--- src/design/magreg_pkg.sv ---
package magreg_pkg;

	// ------------------------------------------------------------
	// register space geometry
	// ------------------------------------------------------------
	localparam int unsigned DATA_W     = 8;
	localparam int unsigned ADDR_W     = 8;
	localparam logic [7:0]  ADDR_FIRST = 8'h40;
	localparam logic [7:0]  ADDR_LAST  = 8'h71;
	localparam int unsigned ADDR_COUNT = 50;

	// ------------------------------------------------------------
	// read-only range
	// ------------------------------------------------------------
	localparam logic [7:0]  RO_LAST     = 8'h4A;
	localparam logic [7:0]  ID_ADDR     = 8'h40;
	localparam logic [7:0]  ID_RSVD     = 8'h41;
	localparam logic [7:0]  STATUS_BASE = 8'h42;
	localparam int unsigned STATUS_NUM  = 9;
	// arbitrary identification value
	localparam logic [7:0]  DEVICE_ID   = 8'hA5;

	// ------------------------------------------------------------
	// writable range 0x4B .. 0x52
	// ------------------------------------------------------------
	localparam logic [7:0]  RW_BASE = 8'h4B;
	localparam int unsigned RW_NUM  = 8;
	localparam logic [7:0]  XY_REP_ADDR = 8'h51;
	localparam logic [7:0]  Z_REP_ADDR  = 8'h52;
	localparam int unsigned XY_REP_IDX  = 6;
	localparam int unsigned Z_REP_IDX   = 7;
	localparam logic [7:0]  XY_REP_RESET = 8'h00;
	localparam logic [7:0]  Z_REP_RESET  = 8'h00;

	// reset values, index 0 in the low byte (0x4B .. 0x52)
	localparam logic [63:0] RW_RESETS = {Z_REP_RESET, XY_REP_RESET, 8'h00, 8'h00,
		8'h07, 8'h3F, 8'h06, 8'h01};
	// writable bits; zero marks a reserved or fixed bit
	localparam logic [63:0] RW_MASKS  = {8'hFF, 8'hFF, 8'hFF, 8'hFF,
		8'hFF, 8'hFF, 8'hFF, 8'h87};

	// ------------------------------------------------------------
	// reserved tail
	// ------------------------------------------------------------
	localparam logic [7:0]  RSVD_FIRST = 8'h53;
	localparam logic [7:0]  READ_FILL  = 8'h00;

	typedef enum {
		CLS_ID,
		CLS_STATUS,
		CLS_RW,
		CLS_RSVD,
		CLS_NONE
	} addr_class_t;

	typedef struct packed {
		logic              wr;
		logic              rd;
		logic [ADDR_W-1:0] addr;
		logic [DATA_W-1:0] wdata;
	} reg_req_t;

	typedef struct packed {
		logic              valid;
		logic              drive;
		logic [DATA_W-1:0] data;
	} reg_rsp_t;

	function automatic addr_class_t classify(input logic [7:0] a);
		if (a < ADDR_FIRST || a > ADDR_LAST)
			return CLS_NONE;
		else if (a == ID_ADDR)
			return CLS_ID;
		else if (a == ID_RSVD)
			return CLS_RSVD;
		else if (a <= RO_LAST)
			return CLS_STATUS;
		else if (a < RSVD_FIRST)
			return CLS_RW;
		else
			return CLS_RSVD;
	endfunction

endpackage

--- src/design/config_byte.sv ---
`timescale 1ns/1ps
// one writable byte; bits outside the mask never store anything
module config_byte #(
	parameter logic [7:0] RESET_VAL = 8'h00,
	parameter logic [7:0] WR_MASK   = 8'hFF
) (
	input  wire logic       clk,
	input  wire logic       nrst,
	input  wire logic       we,
	input  wire logic [7:0] wdata,
	output logic      [7:0] value_q
);

	always_ff @(posedge clk or negedge nrst) begin
		if (!nrst) begin
			value_q <= RESET_VAL;
		end else if (we) begin
			value_q <= (wdata & WR_MASK) | (RESET_VAL & ~WR_MASK); // RQ3
		end
	end

endmodule

--- src/design/magnetometer_register_space.sv ---
`timescale 1ns/1ps

// Summary of operation
// [RQ1] every register is one byte wide
// [RQ2] decode 50 addresses, 0x40 through 0x71
// [RQ3] writes drop values of reserved bits
// [RQ4] host ignores reserved read contents
// [RQ5] reserved reads may leave data undriven
// [RQ6] 0x40 to 0x4A read-only, writes dropped
// [RQ7] 0x52 holds Z repetition count, reset 0x00
// [RQ8] 0x53 to 0x71 reserved, no content
// [RQ9] 0x51 holds XY repetition count, reset 0x00
// [RQ10] reserved writes change nothing anywhere; wr_done_q still pulses for them
module magnetometer_register_space #(
	parameter int unsigned STATUS_BYTES = magreg_pkg::STATUS_NUM
) (
	input  wire logic                               clk,
	input  wire logic                               nrst,
	input  wire magreg_pkg::reg_req_t               req,
	input  wire logic [STATUS_BYTES*8-1:0]          status_bytes,
	output magreg_pkg::reg_rsp_t                    rsp_q,
	output logic                                    wr_done_q,
	output logic                                    wr_taken_q,
	output logic [magreg_pkg::RW_NUM*8-1:0]         config_bytes,
	output logic [magreg_pkg::DATA_W-1:0]           xy_repetition_count,
	output logic [magreg_pkg::DATA_W-1:0]           z_repetition_count
);

	// ------------------------------------------------------------
	// address decode
	// ------------------------------------------------------------
	magreg_pkg::addr_class_t cls;
	logic [7:0]              rw_off;
	logic [7:0]              st_off;
	logic [magreg_pkg::RW_NUM-1:0] rw_we;

	assign cls    = magreg_pkg::classify(req.addr); // RQ2
	assign rw_off = req.addr - magreg_pkg::RW_BASE;
	assign st_off = req.addr - magreg_pkg::STATUS_BASE;

	// only the writable window produces a strobe; read-only and
	// reserved writes fall through and store nothing; only wr_done_q answers them
	always_comb begin
		rw_we = '0;
		if (req.wr && cls == magreg_pkg::CLS_RW) begin // RQ6 RQ10
			rw_we[rw_off[2:0]] = 1'b1;
		end
	end

	// ------------------------------------------------------------
	// writable bytes
	// ------------------------------------------------------------
	// one instance per writable byte, named by function so a probe finds it;
	// the store strobe comes only from the decode above, never from the address alone
	// 0x4B power and reset control; bits 6:3 are fixed and never store,
	// so a host write of all ones reads back with only the live bits set
	config_byte #(
		.RESET_VAL (magreg_pkg::RW_RESETS[0 +: 8]),
		.WR_MASK   (magreg_pkg::RW_MASKS[0 +: 8])
	) u_power_ctrl (
		.clk     (clk),
		.nrst    (nrst),
		.we      (rw_we[0]),
		.wdata   (req.wdata),
		.value_q (config_bytes[0 +: 8])
	); // RQ1 RQ3

	// 0x4C operating mode, output rate and self-test
	config_byte #(
		.RESET_VAL (magreg_pkg::RW_RESETS[8 +: 8]),
		.WR_MASK   (magreg_pkg::RW_MASKS[8 +: 8])
	) u_op_ctrl (
		.clk     (clk),
		.nrst    (nrst),
		.we      (rw_we[1]),
		.wdata   (req.wdata),
		.value_q (config_bytes[8 +: 8])
	); // RQ1 RQ3

	// 0x4D interrupt enables
	config_byte #(
		.RESET_VAL (magreg_pkg::RW_RESETS[16 +: 8]),
		.WR_MASK   (magreg_pkg::RW_MASKS[16 +: 8])
	) u_int_enables (
		.clk     (clk),
		.nrst    (nrst),
		.we      (rw_we[2]),
		.wdata   (req.wdata),
		.value_q (config_bytes[16 +: 8])
	); // RQ1 RQ3

	// 0x4E interrupt pin and axis control
	config_byte #(
		.RESET_VAL (magreg_pkg::RW_RESETS[24 +: 8]),
		.WR_MASK   (magreg_pkg::RW_MASKS[24 +: 8])
	) u_int_ctrl (
		.clk     (clk),
		.nrst    (nrst),
		.we      (rw_we[3]),
		.wdata   (req.wdata),
		.value_q (config_bytes[24 +: 8])
	); // RQ1 RQ3

	// 0x4F low threshold
	config_byte #(
		.RESET_VAL (magreg_pkg::RW_RESETS[32 +: 8]),
		.WR_MASK   (magreg_pkg::RW_MASKS[32 +: 8])
	) u_low_limit (
		.clk     (clk),
		.nrst    (nrst),
		.we      (rw_we[4]),
		.wdata   (req.wdata),
		.value_q (config_bytes[32 +: 8])
	); // RQ1 RQ3

	// 0x50 high threshold
	config_byte #(
		.RESET_VAL (magreg_pkg::RW_RESETS[40 +: 8]),
		.WR_MASK   (magreg_pkg::RW_MASKS[40 +: 8])
	) u_high_limit (
		.clk     (clk),
		.nrst    (nrst),
		.we      (rw_we[5]),
		.wdata   (req.wdata),
		.value_q (config_bytes[40 +: 8])
	); // RQ1 RQ3

	// 0x51 xy repetition count
	config_byte #(
		.RESET_VAL (magreg_pkg::RW_RESETS[magreg_pkg::XY_REP_IDX*8 +: 8]),
		.WR_MASK   (magreg_pkg::RW_MASKS[magreg_pkg::XY_REP_IDX*8 +: 8])
	) u_xy_reps (
		.clk     (clk),
		.nrst    (nrst),
		.we      (rw_we[magreg_pkg::XY_REP_IDX]),
		.wdata   (req.wdata),
		.value_q (config_bytes[magreg_pkg::XY_REP_IDX*8 +: 8])
	); // RQ1 RQ9

	// 0x52 z repetition count
	config_byte #(
		.RESET_VAL (magreg_pkg::RW_RESETS[magreg_pkg::Z_REP_IDX*8 +: 8]),
		.WR_MASK   (magreg_pkg::RW_MASKS[magreg_pkg::Z_REP_IDX*8 +: 8])
	) u_z_reps (
		.clk     (clk),
		.nrst    (nrst),
		.we      (rw_we[magreg_pkg::Z_REP_IDX]),
		.wdata   (req.wdata),
		.value_q (config_bytes[magreg_pkg::Z_REP_IDX*8 +: 8])
	); // RQ1 RQ7

	assign xy_repetition_count =
		config_bytes[magreg_pkg::XY_REP_IDX*8 +: 8]; // RQ9
	assign z_repetition_count  =
		config_bytes[magreg_pkg::Z_REP_IDX*8 +: 8]; // RQ7

	// ------------------------------------------------------------
	// read path
	// ------------------------------------------------------------
	// the answer is built from the stored bytes before this edge's write lands,
	// so a read and a write to one byte in the same cycle return the old value;
	// the host must take the answer in the cycle it stands
	logic [7:0] rdata_d;
	logic       drive_d;

	always_comb begin
		rdata_d = magreg_pkg::READ_FILL;
		drive_d = 1'b1;
		case (cls)
			magreg_pkg::CLS_ID: begin
				rdata_d = magreg_pkg::DEVICE_ID;
			end
			magreg_pkg::CLS_STATUS: begin
				rdata_d = status_bytes[st_off[3:0]*8 +: 8];
			end
			magreg_pkg::CLS_RW: begin
				rdata_d = config_bytes[rw_off[2:0]*8 +: 8]; // RQ1
			end
			magreg_pkg::CLS_RSVD: begin
				// reserved: no content, data line released
				drive_d = 1'b0; // RQ5 RQ8
			end
			magreg_pkg::CLS_NONE: begin
				drive_d = 1'b0;
			end
			default: begin
				drive_d = 1'b0;
			end
		endcase
	end

	always_ff @(posedge clk or negedge nrst) begin
		if (!nrst) begin
			rsp_q <= '0;
		end else begin
			rsp_q.valid <= req.rd;
			rsp_q.drive <= req.rd & drive_d;
			rsp_q.data  <= req.rd ? rdata_d : magreg_pkg::READ_FILL;
		end
	end

	// ------------------------------------------------------------
	// write acknowledge
	// ------------------------------------------------------------
	// wr_done answers every write; wr_taken tells the host whether
	// anything was stored, which a silent drop otherwise hides
	always_ff @(posedge clk or negedge nrst) begin
		if (!nrst) begin
			wr_done_q <= 1'b0;
		end else begin
			wr_done_q <= req.wr;
		end
	end

	always_ff @(posedge clk or negedge nrst) begin
		if (!nrst) begin
			wr_taken_q <= 1'b0;
		end else begin
			wr_taken_q <= req.wr && cls == magreg_pkg::CLS_RW; // RQ6
		end
	end

endmodule

--- config.mk ---
export PLATFORM = sky130hd
export DESIGN_NAME = magnetometer_register_space
export DESIGN_NICKNAME = d
export VERILOG_FILES = /design/src/design/magreg_pkg.sv /design/src/design/config_byte.sv /design/src/design/magnetometer_register_space.sv
export SDC_FILE = /design/constraint.sdc
export NUM_CORES = 1
export LEC_CHECK = 0
export BUFFER_PORTS_ARGS = -buffer_cell sky130_fd_sc_hd__buf_2
export CORE_MARGIN = 3
export CORE_UTILIZATION = 45
export CTS_CLUSTER_DIAMETER = 200
export DETAILED_ROUTE_END_ITERATION = 12
export HOLD_SLACK_MARGIN = 0.03
export PLACE_DENSITY = 0.89
export SLEW_MARGIN = 20
export SYNTH_ARGS = -nofsm -noshare
export SYNTH_HDL_FRONTEND = slang
export SYNTH_HIERARCHICAL = 1
export SYNTH_SLANG_ARGS = --single-unit
--- constraint.sdc ---
create_clock -name clk -period 1.4 [get_ports clk]
set_input_delay 0.14 -clock clk [delete_from_list [all_inputs] [get_ports clk]]
set_output_delay 0.14 -clock clk [all_outputs]
set_load 0.01 [all_outputs]
==> qor.csv, run 1 <==
metric,value,unit
vias_per_cell,5.53,
final-seq-area,0.00182,mm2
synth_edf_count,0,
clk_pin_slew,0.07,ns
min_period,1.68,ns
ys.flop_type,dfrtp_1,
syn_inst,354,
areaGrowthSynthToFinish,51.3,%
ys_types,43,
die_w,107,um
gr-usage-met1,0.309,
irDropWorstVdd,0.000615,V
grt_pass1_vias,4386,
design.die.area,0.0115,mm2
detail-route-antenna-nets,0,
grt_first_pass_wirelength,23.8,mm
hp-class,in2reg,
status,"finished, violations left",
cap_violations,0,
tritoncts,yes,
crit_path_end_kind,register,
p_per_area,857,mW/mm2
async_reset_ff_frac,1.00,
crit_slowest_cell,mux2_4,
layout_commonest_cell,buf_2,
crit_required,1.63,ns
cts_buffers,9,
fmax,0.595,GHz
rsz0062_at_grt,true,
final_layout_size_suffix_gt1_frac,0.725,
hold_violations,0,
dr.first_iter.drc_count,332,
portBuffers,179,
cts-root-buf,clkbuf_8,
netlist_area,0.00462,mm2
crit_type,in2reg,
wirelength,15.9,mm
drc,0,
ys_seq_area_frac,0.393,
skew,0.0101,ns
synth_top_area_cell,dfrtp_1,
layout_setup_ws,-0.282,ns
track_usage,0.269,
finalSetupViolations,68,
max-clock-path-buffers,2,
die-height,107,um
antenna_found_initial,1,
wl_per_cell,21.3,um
maxSlewViolCount,0,
crit_buf_inv,4,
grt_use_met3,0.0444,
netlist.area_leader.share,0.325,
ios,184,
synth.avg_cell_area,13.1,um2
overflow,0,
start_kind,input port,
initial_core_util,0.469,
max_stage_delay,0.31,ns
fin_hold_ws,0.122,ns
vias,4119,
cp_cell_sequence,buf_12 > buf_12 > ha_4 > nand4b_1 > o21ai_4 > nand4_1 > buf_6 > nor3_2 > buf_6 > mux2_4,
grt_busiest_layer,met2,
crit_arrival,1.91,ns
fin_crit_sh,1.20,
first_pass_iters,4,
final_cell_mix,"buf_2, buf_4, dfrtp_1, mux2_4, mux2i_1",
violations,setup timing,
crit_fanout,5,
synth-seq-cells,72,
multi_input_area,0.00291,mm2
fillerInstances,631,
ys_top_cells_by_area,"dfrtp_1, mux2_4, mux2i_1",
ys_warn_count,6,
nets,703,
coreArea,0.00986,mm2
fp-row-count,36,
grt_max_degree,73,
final_area,0.00700,mm2
clock_latency,0.35,ns
cts-htree-levels,3,
routabilityCongestion,0.958,
dpl-instance-area,0.00605,mm2
hpwl,11.2,mm
met2_usage,0.476,
cp_top_family,buffers and inverters,
p_leak,3.47,nW
cts_sinks,72,
## sequential cells by signal (all words and copies together) (netlist names)
register               count
rsp_q                     10
u_high_limit/value_q       8
u_int_ctrl/value_q         8
u_int_enables/value_q      8
u_low_limit/value_q        8
u_op_ctrl/value_q          8
u_xy_reps/value_q          8
u_z_reps/value_q           8
u_power_ctrl/value_q       4
wr_done_q                  1
wr_taken_q                 1
## Yosys cell counts, types with 2 or more instances
cell type and count:
a2111oi_0 8, a211oi_1 4, a22oi_1 12, a311oi_1 4, a32o_1 4, and2_1 2, and3_1 9, buf_12 2
buf_2 6, buf_4 20, buf_6 12, clkbuf_1 4, dfrtp_1 60, dfstp_2 12, ha_1 5, inv_1 4
mux2_2 4, mux2_4 56, mux2i_1 36, mux4_2 12, nand2_1 5, nand2b_1 5, nand3_1 14, nand4_1 6
nand4b_1 2, nor2_1 8, nor2b_1 10, nor3_1 5, nor4_1 4, o2bb2ai_1 4, xnor2_1 2, xor2_1 2
## metal layers
| layer | routed length, um | part of all wire | vias to the layer above |
|---|---|---|---|
| met4 | 614 | 0.039 | 0 |
| met3 | 992 | 0.063 | 41 |
| met5 | 0 | 0 | - |
| met2 | 8280 | 0.52 | 198 |
| li1 | - | - | 1823 |
| met1 | 5960 | 0.38 | 2057 |
## worst reg2reg max path, delay by kind of cell (launching register included)
kind                   cells  cell delay (ns)
flip-flops                 1             0.55
buffers and inverters      1             0.16
AO/OA/AOI/OAI              1             0.18
AND/OR/NAND/NOR            3             0.52
multiplexers               1             0.07
## power by group
part | internal, W | switching (W)
logic | 0.000889 | 0.000810
registers | 0.00221 | 0.000100
clock network | 0.00118 | 0.000807
## what timing repair did
| item | in CTS | in global routing |
|---|---|---|
| gates resized for setup | 75 | 47 |
| endpoints found under the setup margin | 68 | 68 |
| hold buffers | 3 | 0 |
| gates cloned | 1 | 0 |
| setup buffers | 13 | 5 |
| pin swaps | 28 | 14 |
| hold endpoints to repair | 62 | 0 |
## cell families (layout without fill, tap and decap cells)
| kind of cell | count (synthesis) | count (layout) | share of synthesized area |
|---|---|---|---|
| muxes | 108 | 108 | 0.328 |
| and+or+nand+nor | 73 | 73 | 0.0901 |
| DFF | 72 | 72 | 0.393 |
| buffers and inverters | 48 | 302 | 0.0834 |
| AOI/OAI and AO/OA | 43 | 43 | 0.0836 |
| adders and majority gates | 5 | 5 | 0.0135 |
| xor gates and xnor gates | 4 | 4 | 0.00758 |
| other | 1 | 5 | 0.000811 |
## cell type report
class / count / share of cell area
antenna: 1 / 0.000358
clock buffer: 10 / 0.0182
clock inverter: 6 / 0.0154
inverter: 4 / 0.00286
multi-input combinational: 237 / 0.415
sequential: 72 / 0.260
tap: 133 / 0.0238
timing repair buffer: 282 / 0.264
## metrics by stage
stage | cells | power (W) | setup TNS [ns] | setup slack [ns] | utilization
after floorplan | 357 | 0.00308 | -49.97 | -0.797 | -
after global placement | 710 | 0.00367 | -43.85 | -0.803 | 0.614
after detailed placement | 710 | 0.00372 | -49.19 | -0.804 | 0.614
after CTS | 739 | 0.00585 | -9.35 | -0.254 | 0.681
after global routing | 745 | 0.00622 | -15.58 | -0.344 | 0.709
final | 745 | 0.00599 | -11.41 | -0.282 | 0.709
## worst paths after layout
path	slack, ns	start	end	depth (start not counted)
min reg2reg	0.54	u_op_ctrl/value_q[4]$_DFFE_PN0P_	u_op_ctrl/value_q[4]$_DFFE_PN0P_	1
min in group asynchronous	0.35	nrst	rsp_q[9]$_DFF_PN0_	3
max in group asynchronous	0.66	nrst	u_op_ctrl/value_q[2]$_DFFE_PN1P_	3
max reg2reg	-0.15	u_int_enables/value_q[3]$_DFFE_PN1P_	rsp_q[3]$_DFF_PN0_	6
min	0.12	req[17]	wr_taken_q$_DFF_PN0_	2
max	-0.28	req[9]	u_low_limit/value_q[3]$_DFFE_PN0P_	10
No activity file was read; power rests on OpenSTA's default activity.
==> inputs of run 2 (changes only) <==
Settings changed: CORE_UTILIZATION 45 to 43, PLACE_DENSITY 0.89 to 0.87, SYNTH_HIERARCHICAL 1 to unset.
==> run 2 against run 1 <==
Net effect:
- the flow still finishes with violations (setup timing)
- fmax fell by 0.76%
- register-to-register slack improved by 0.07 ns
- first-iteration DRC count fell by 9.9%
- power fell by 10%
- worst setup slack got worse by 0.013 ns
- clock power fell by 15%
- cell count fell by 7.9%
- critical endpoint is now u_low_limit.value_q[2]$_DFFE_PN0P_
- highest routed layer is now met5
==> qor.csv, run 2 <==
metric,value,unit
status,"finished, violations left",
violations,setup timing,
cts_sinks,72,
rsz0062_at_grt,true,
synth_top_area_cell,dfrtp_1,
crit_required,1.64,ns
regToRegSetupSlack,-0.08,ns
vias,3812,
crit_top_cell,buf_6,
synthMostInstantiatedCell,dfrtp_1,
finalSetupViolations,70,
maxSlewViolCount,0,
ys_seq_area_frac,0.430,
crit_fanout,5,
max-clock-path-buffers,2,
p_per_area,856,mW/mm2
nets,649,
layout_setup_ws,-0.294,ns
fp-row-count,35,
skew,0.00512,ns
layoutNonFillerInstCount,686,
wl_per_cell,21.6,um
track_usage,0.257,
fin_hold_ws,0.0869,ns
grt_max_degree,34,
fin_tns_setup,-14.67,ns
p_leak,3.31,nW
r2r_end,rsp_q[7]$_DFF_PN0_,
antenna_found_initial,2,
ys.flop_type,dfrtp_1,
largest_register,rsp_q,
synth_edf_count,0,
crit_buf_inv,3,
netlist.area_leader.share,0.355,
fin_util,0.670,
syn_inst,319,
tritoncts,yes,
drc,0,
grt_first_pass_wirelength,22.1,mm
die_w,105,um
clk_pin_slew,0.07,ns
ios,184,
ys_top_cells_by_area,"dfrtp_1, mux2_2, mux4_2",
hpwl,10.5,mm
fin_crit_sh,1.21,
clock_latency,0.35,ns
design.die.area,0.0111,mm2
wirelength,14.8,mm
hold_path.startpoint,req[17],
hold_depth,1,
cp_top_family,simple AND/OR/NAND/NOR gates,
crit_arrival,1.93,ns
initial_core_util,0.449,
cts-root-buf,clkbuf_8,
ys_types,52,
coreArea,0.00942,mm2
grt_pass1_vias,4046,
fmax,0.590,GHz
cts_buffers,9,
portBuffers,179,
min_period,1.69,ns
reg2reg_from,u_int_enables.value_q[7]$_DFFE_PN0P_,
final_cell_mix,"buf_2, dfrtp_1, buf_4",
layout_commonest_cell,buf_2,
crit_path_end_kind,register,
cap_violations,0,
hold_end,wr_done_q$_DFF_PN0_,
overflow,0,
start_kind,input port,
tightest_slew,0.573,ns
place_inst,650,
die-height,105,um
detail-route-antenna-nets,0,
routabilityCongestion,0.897,
cts-htree-levels,3,
r2r_cells,4,
first_pass_iters,5,
async_reset_ff_frac,1.00,
p_total,0.00539,W
synthTopCellsByCount,"dfrtp_1, mux2_2, buf_4, mux4_2, mux2i_1",
synth.avg_cell_area,13.2,um2
ys_warn_count,0,
final_layout_size_suffix_gt1_frac,0.725,
hp-class,in2reg,
crit_type,in2reg,
largest_register_ffs,10,
synth-seq-cells,72,
areaGrowthSynthToFinish,49.2,%
crit_slowest_cell,or4_4,
relSlewSlack,0.618,
hold_violations,0,
vias_per_cell,5.56,
max_stage_delay,0.54,ns
irDropWorstVdd,0.000690,V
netlist_area,0.00423,mm2
cp_cell_sequence,buf_6 > or4_4 > nor3_4 > buf_6 > a31o_4 > nand4_2 > buf_6 > mux2_2,
dr.first_iter.drc_count,299,
[run 2: changes by cell type after synthesis, moves of 10 or more]
cell,before,now
mux4_2,12,22
nand3_1,14,3
a22oi_1,12,1
mux2i_1,36,20
buf_6,12,1
mux2_4,56,1
mux2_2,4,59
[run 2: cell type report]
class / instances / area, um2
fillers: 679 / 3110
multi-input cells: 209 / 2450
flip-flops and latches: 72 / 1820
repair buffers: 255 / 1640
well taps: 129 / 161
clock buffers: 13 / 159
clock inverters: 2 / 38.8
inverters: 5 / 32.5
diodes: 1 / 2.50
[run 2: logic make-up after synthesis]
logic type,after synthesis,share of synthesized area
AOI/OAI and AO/OA,41,0.0723
and+or+nand+nor,52,0.0844
other,1,0.000888
DFF,72,0.430
adders and majority gates,5,0.0148
buffers and inverters,43,0.0660
muxes,102,0.325
xor gates and xnor gates,3,0.00622
[run 2: report_power, final]
part | internal (W) | switching [W] | leakage (nW)
Sequential | 0.00221 | 0.0000905 | 0.949
Combinational | 0.000735 | 0.000670 | 2.26
Clock | 0.000916 | 0.000772 | 0.0997
Total | 0.00386 | 0.00153 | 3.31
[run 2: per-stage QoR]
step	worst slack, ns	area, um2
after floorplan	-0.763	4400
after global placement	-0.669	5660
after detailed placement	-0.731	5660
after CTS	-0.257	6090
after global routing	-0.304	6300
final	-0.294	6300
[run 2: worst reg2reg max path, delay by kind of cell, from the launching register on]
family	cells	cell delay [ns]
flip-flops	1	0.42
multiplexers	2	0.69
AO/OA/AOI/OAI	1	0.22
AND/OR/NAND/NOR	1	0.04
[run 2: how the worst max path moves through the flow]
stage | startpoint | slack, ns | depth (start not counted) | end
after detailed placement | req[13] | -0.73 | 6 | u_int_ctrl.value_q[3]$_DFFE_PN0P_
after CTS | req[13] | -0.26 | 7 | u_int_ctrl.value_q[7]$_DFFE_PN0P_
after global placement | req[13] | -0.67 | 7 | u_power_ctrl.value_q[7]$_DFFE_PN0P_
after global routing | req[11] | -0.30 | 8 | u_low_limit.value_q[2]$_DFFE_PN0P_
after floorplan | req[9] | -0.76 | 11 | u_z_reps.value_q[0]$_DFFE_PN0P_
final | req[11] | -0.29 | 8 | u_low_limit.value_q[2]$_DFFE_PN0P_
[run 2: what timing repair did]
item	CTS	global route
hold buffers	2	0
buffers inserted	6	12
endpoints found under the hold margin	50	0
pin swaps	8	15
gates resized for setup	30	36
cloned	1	1
endpoints found under the setup margin	69	70
[run 2: routing by layer]
layer | global-route usage | share of wire
met5 | 0 | 0.00061
met4 | 0.0619 | 0.020
met3 | 0.0735 | 0.076
met2 | 0.460 | 0.52
met1 | 0.304 | 0.38
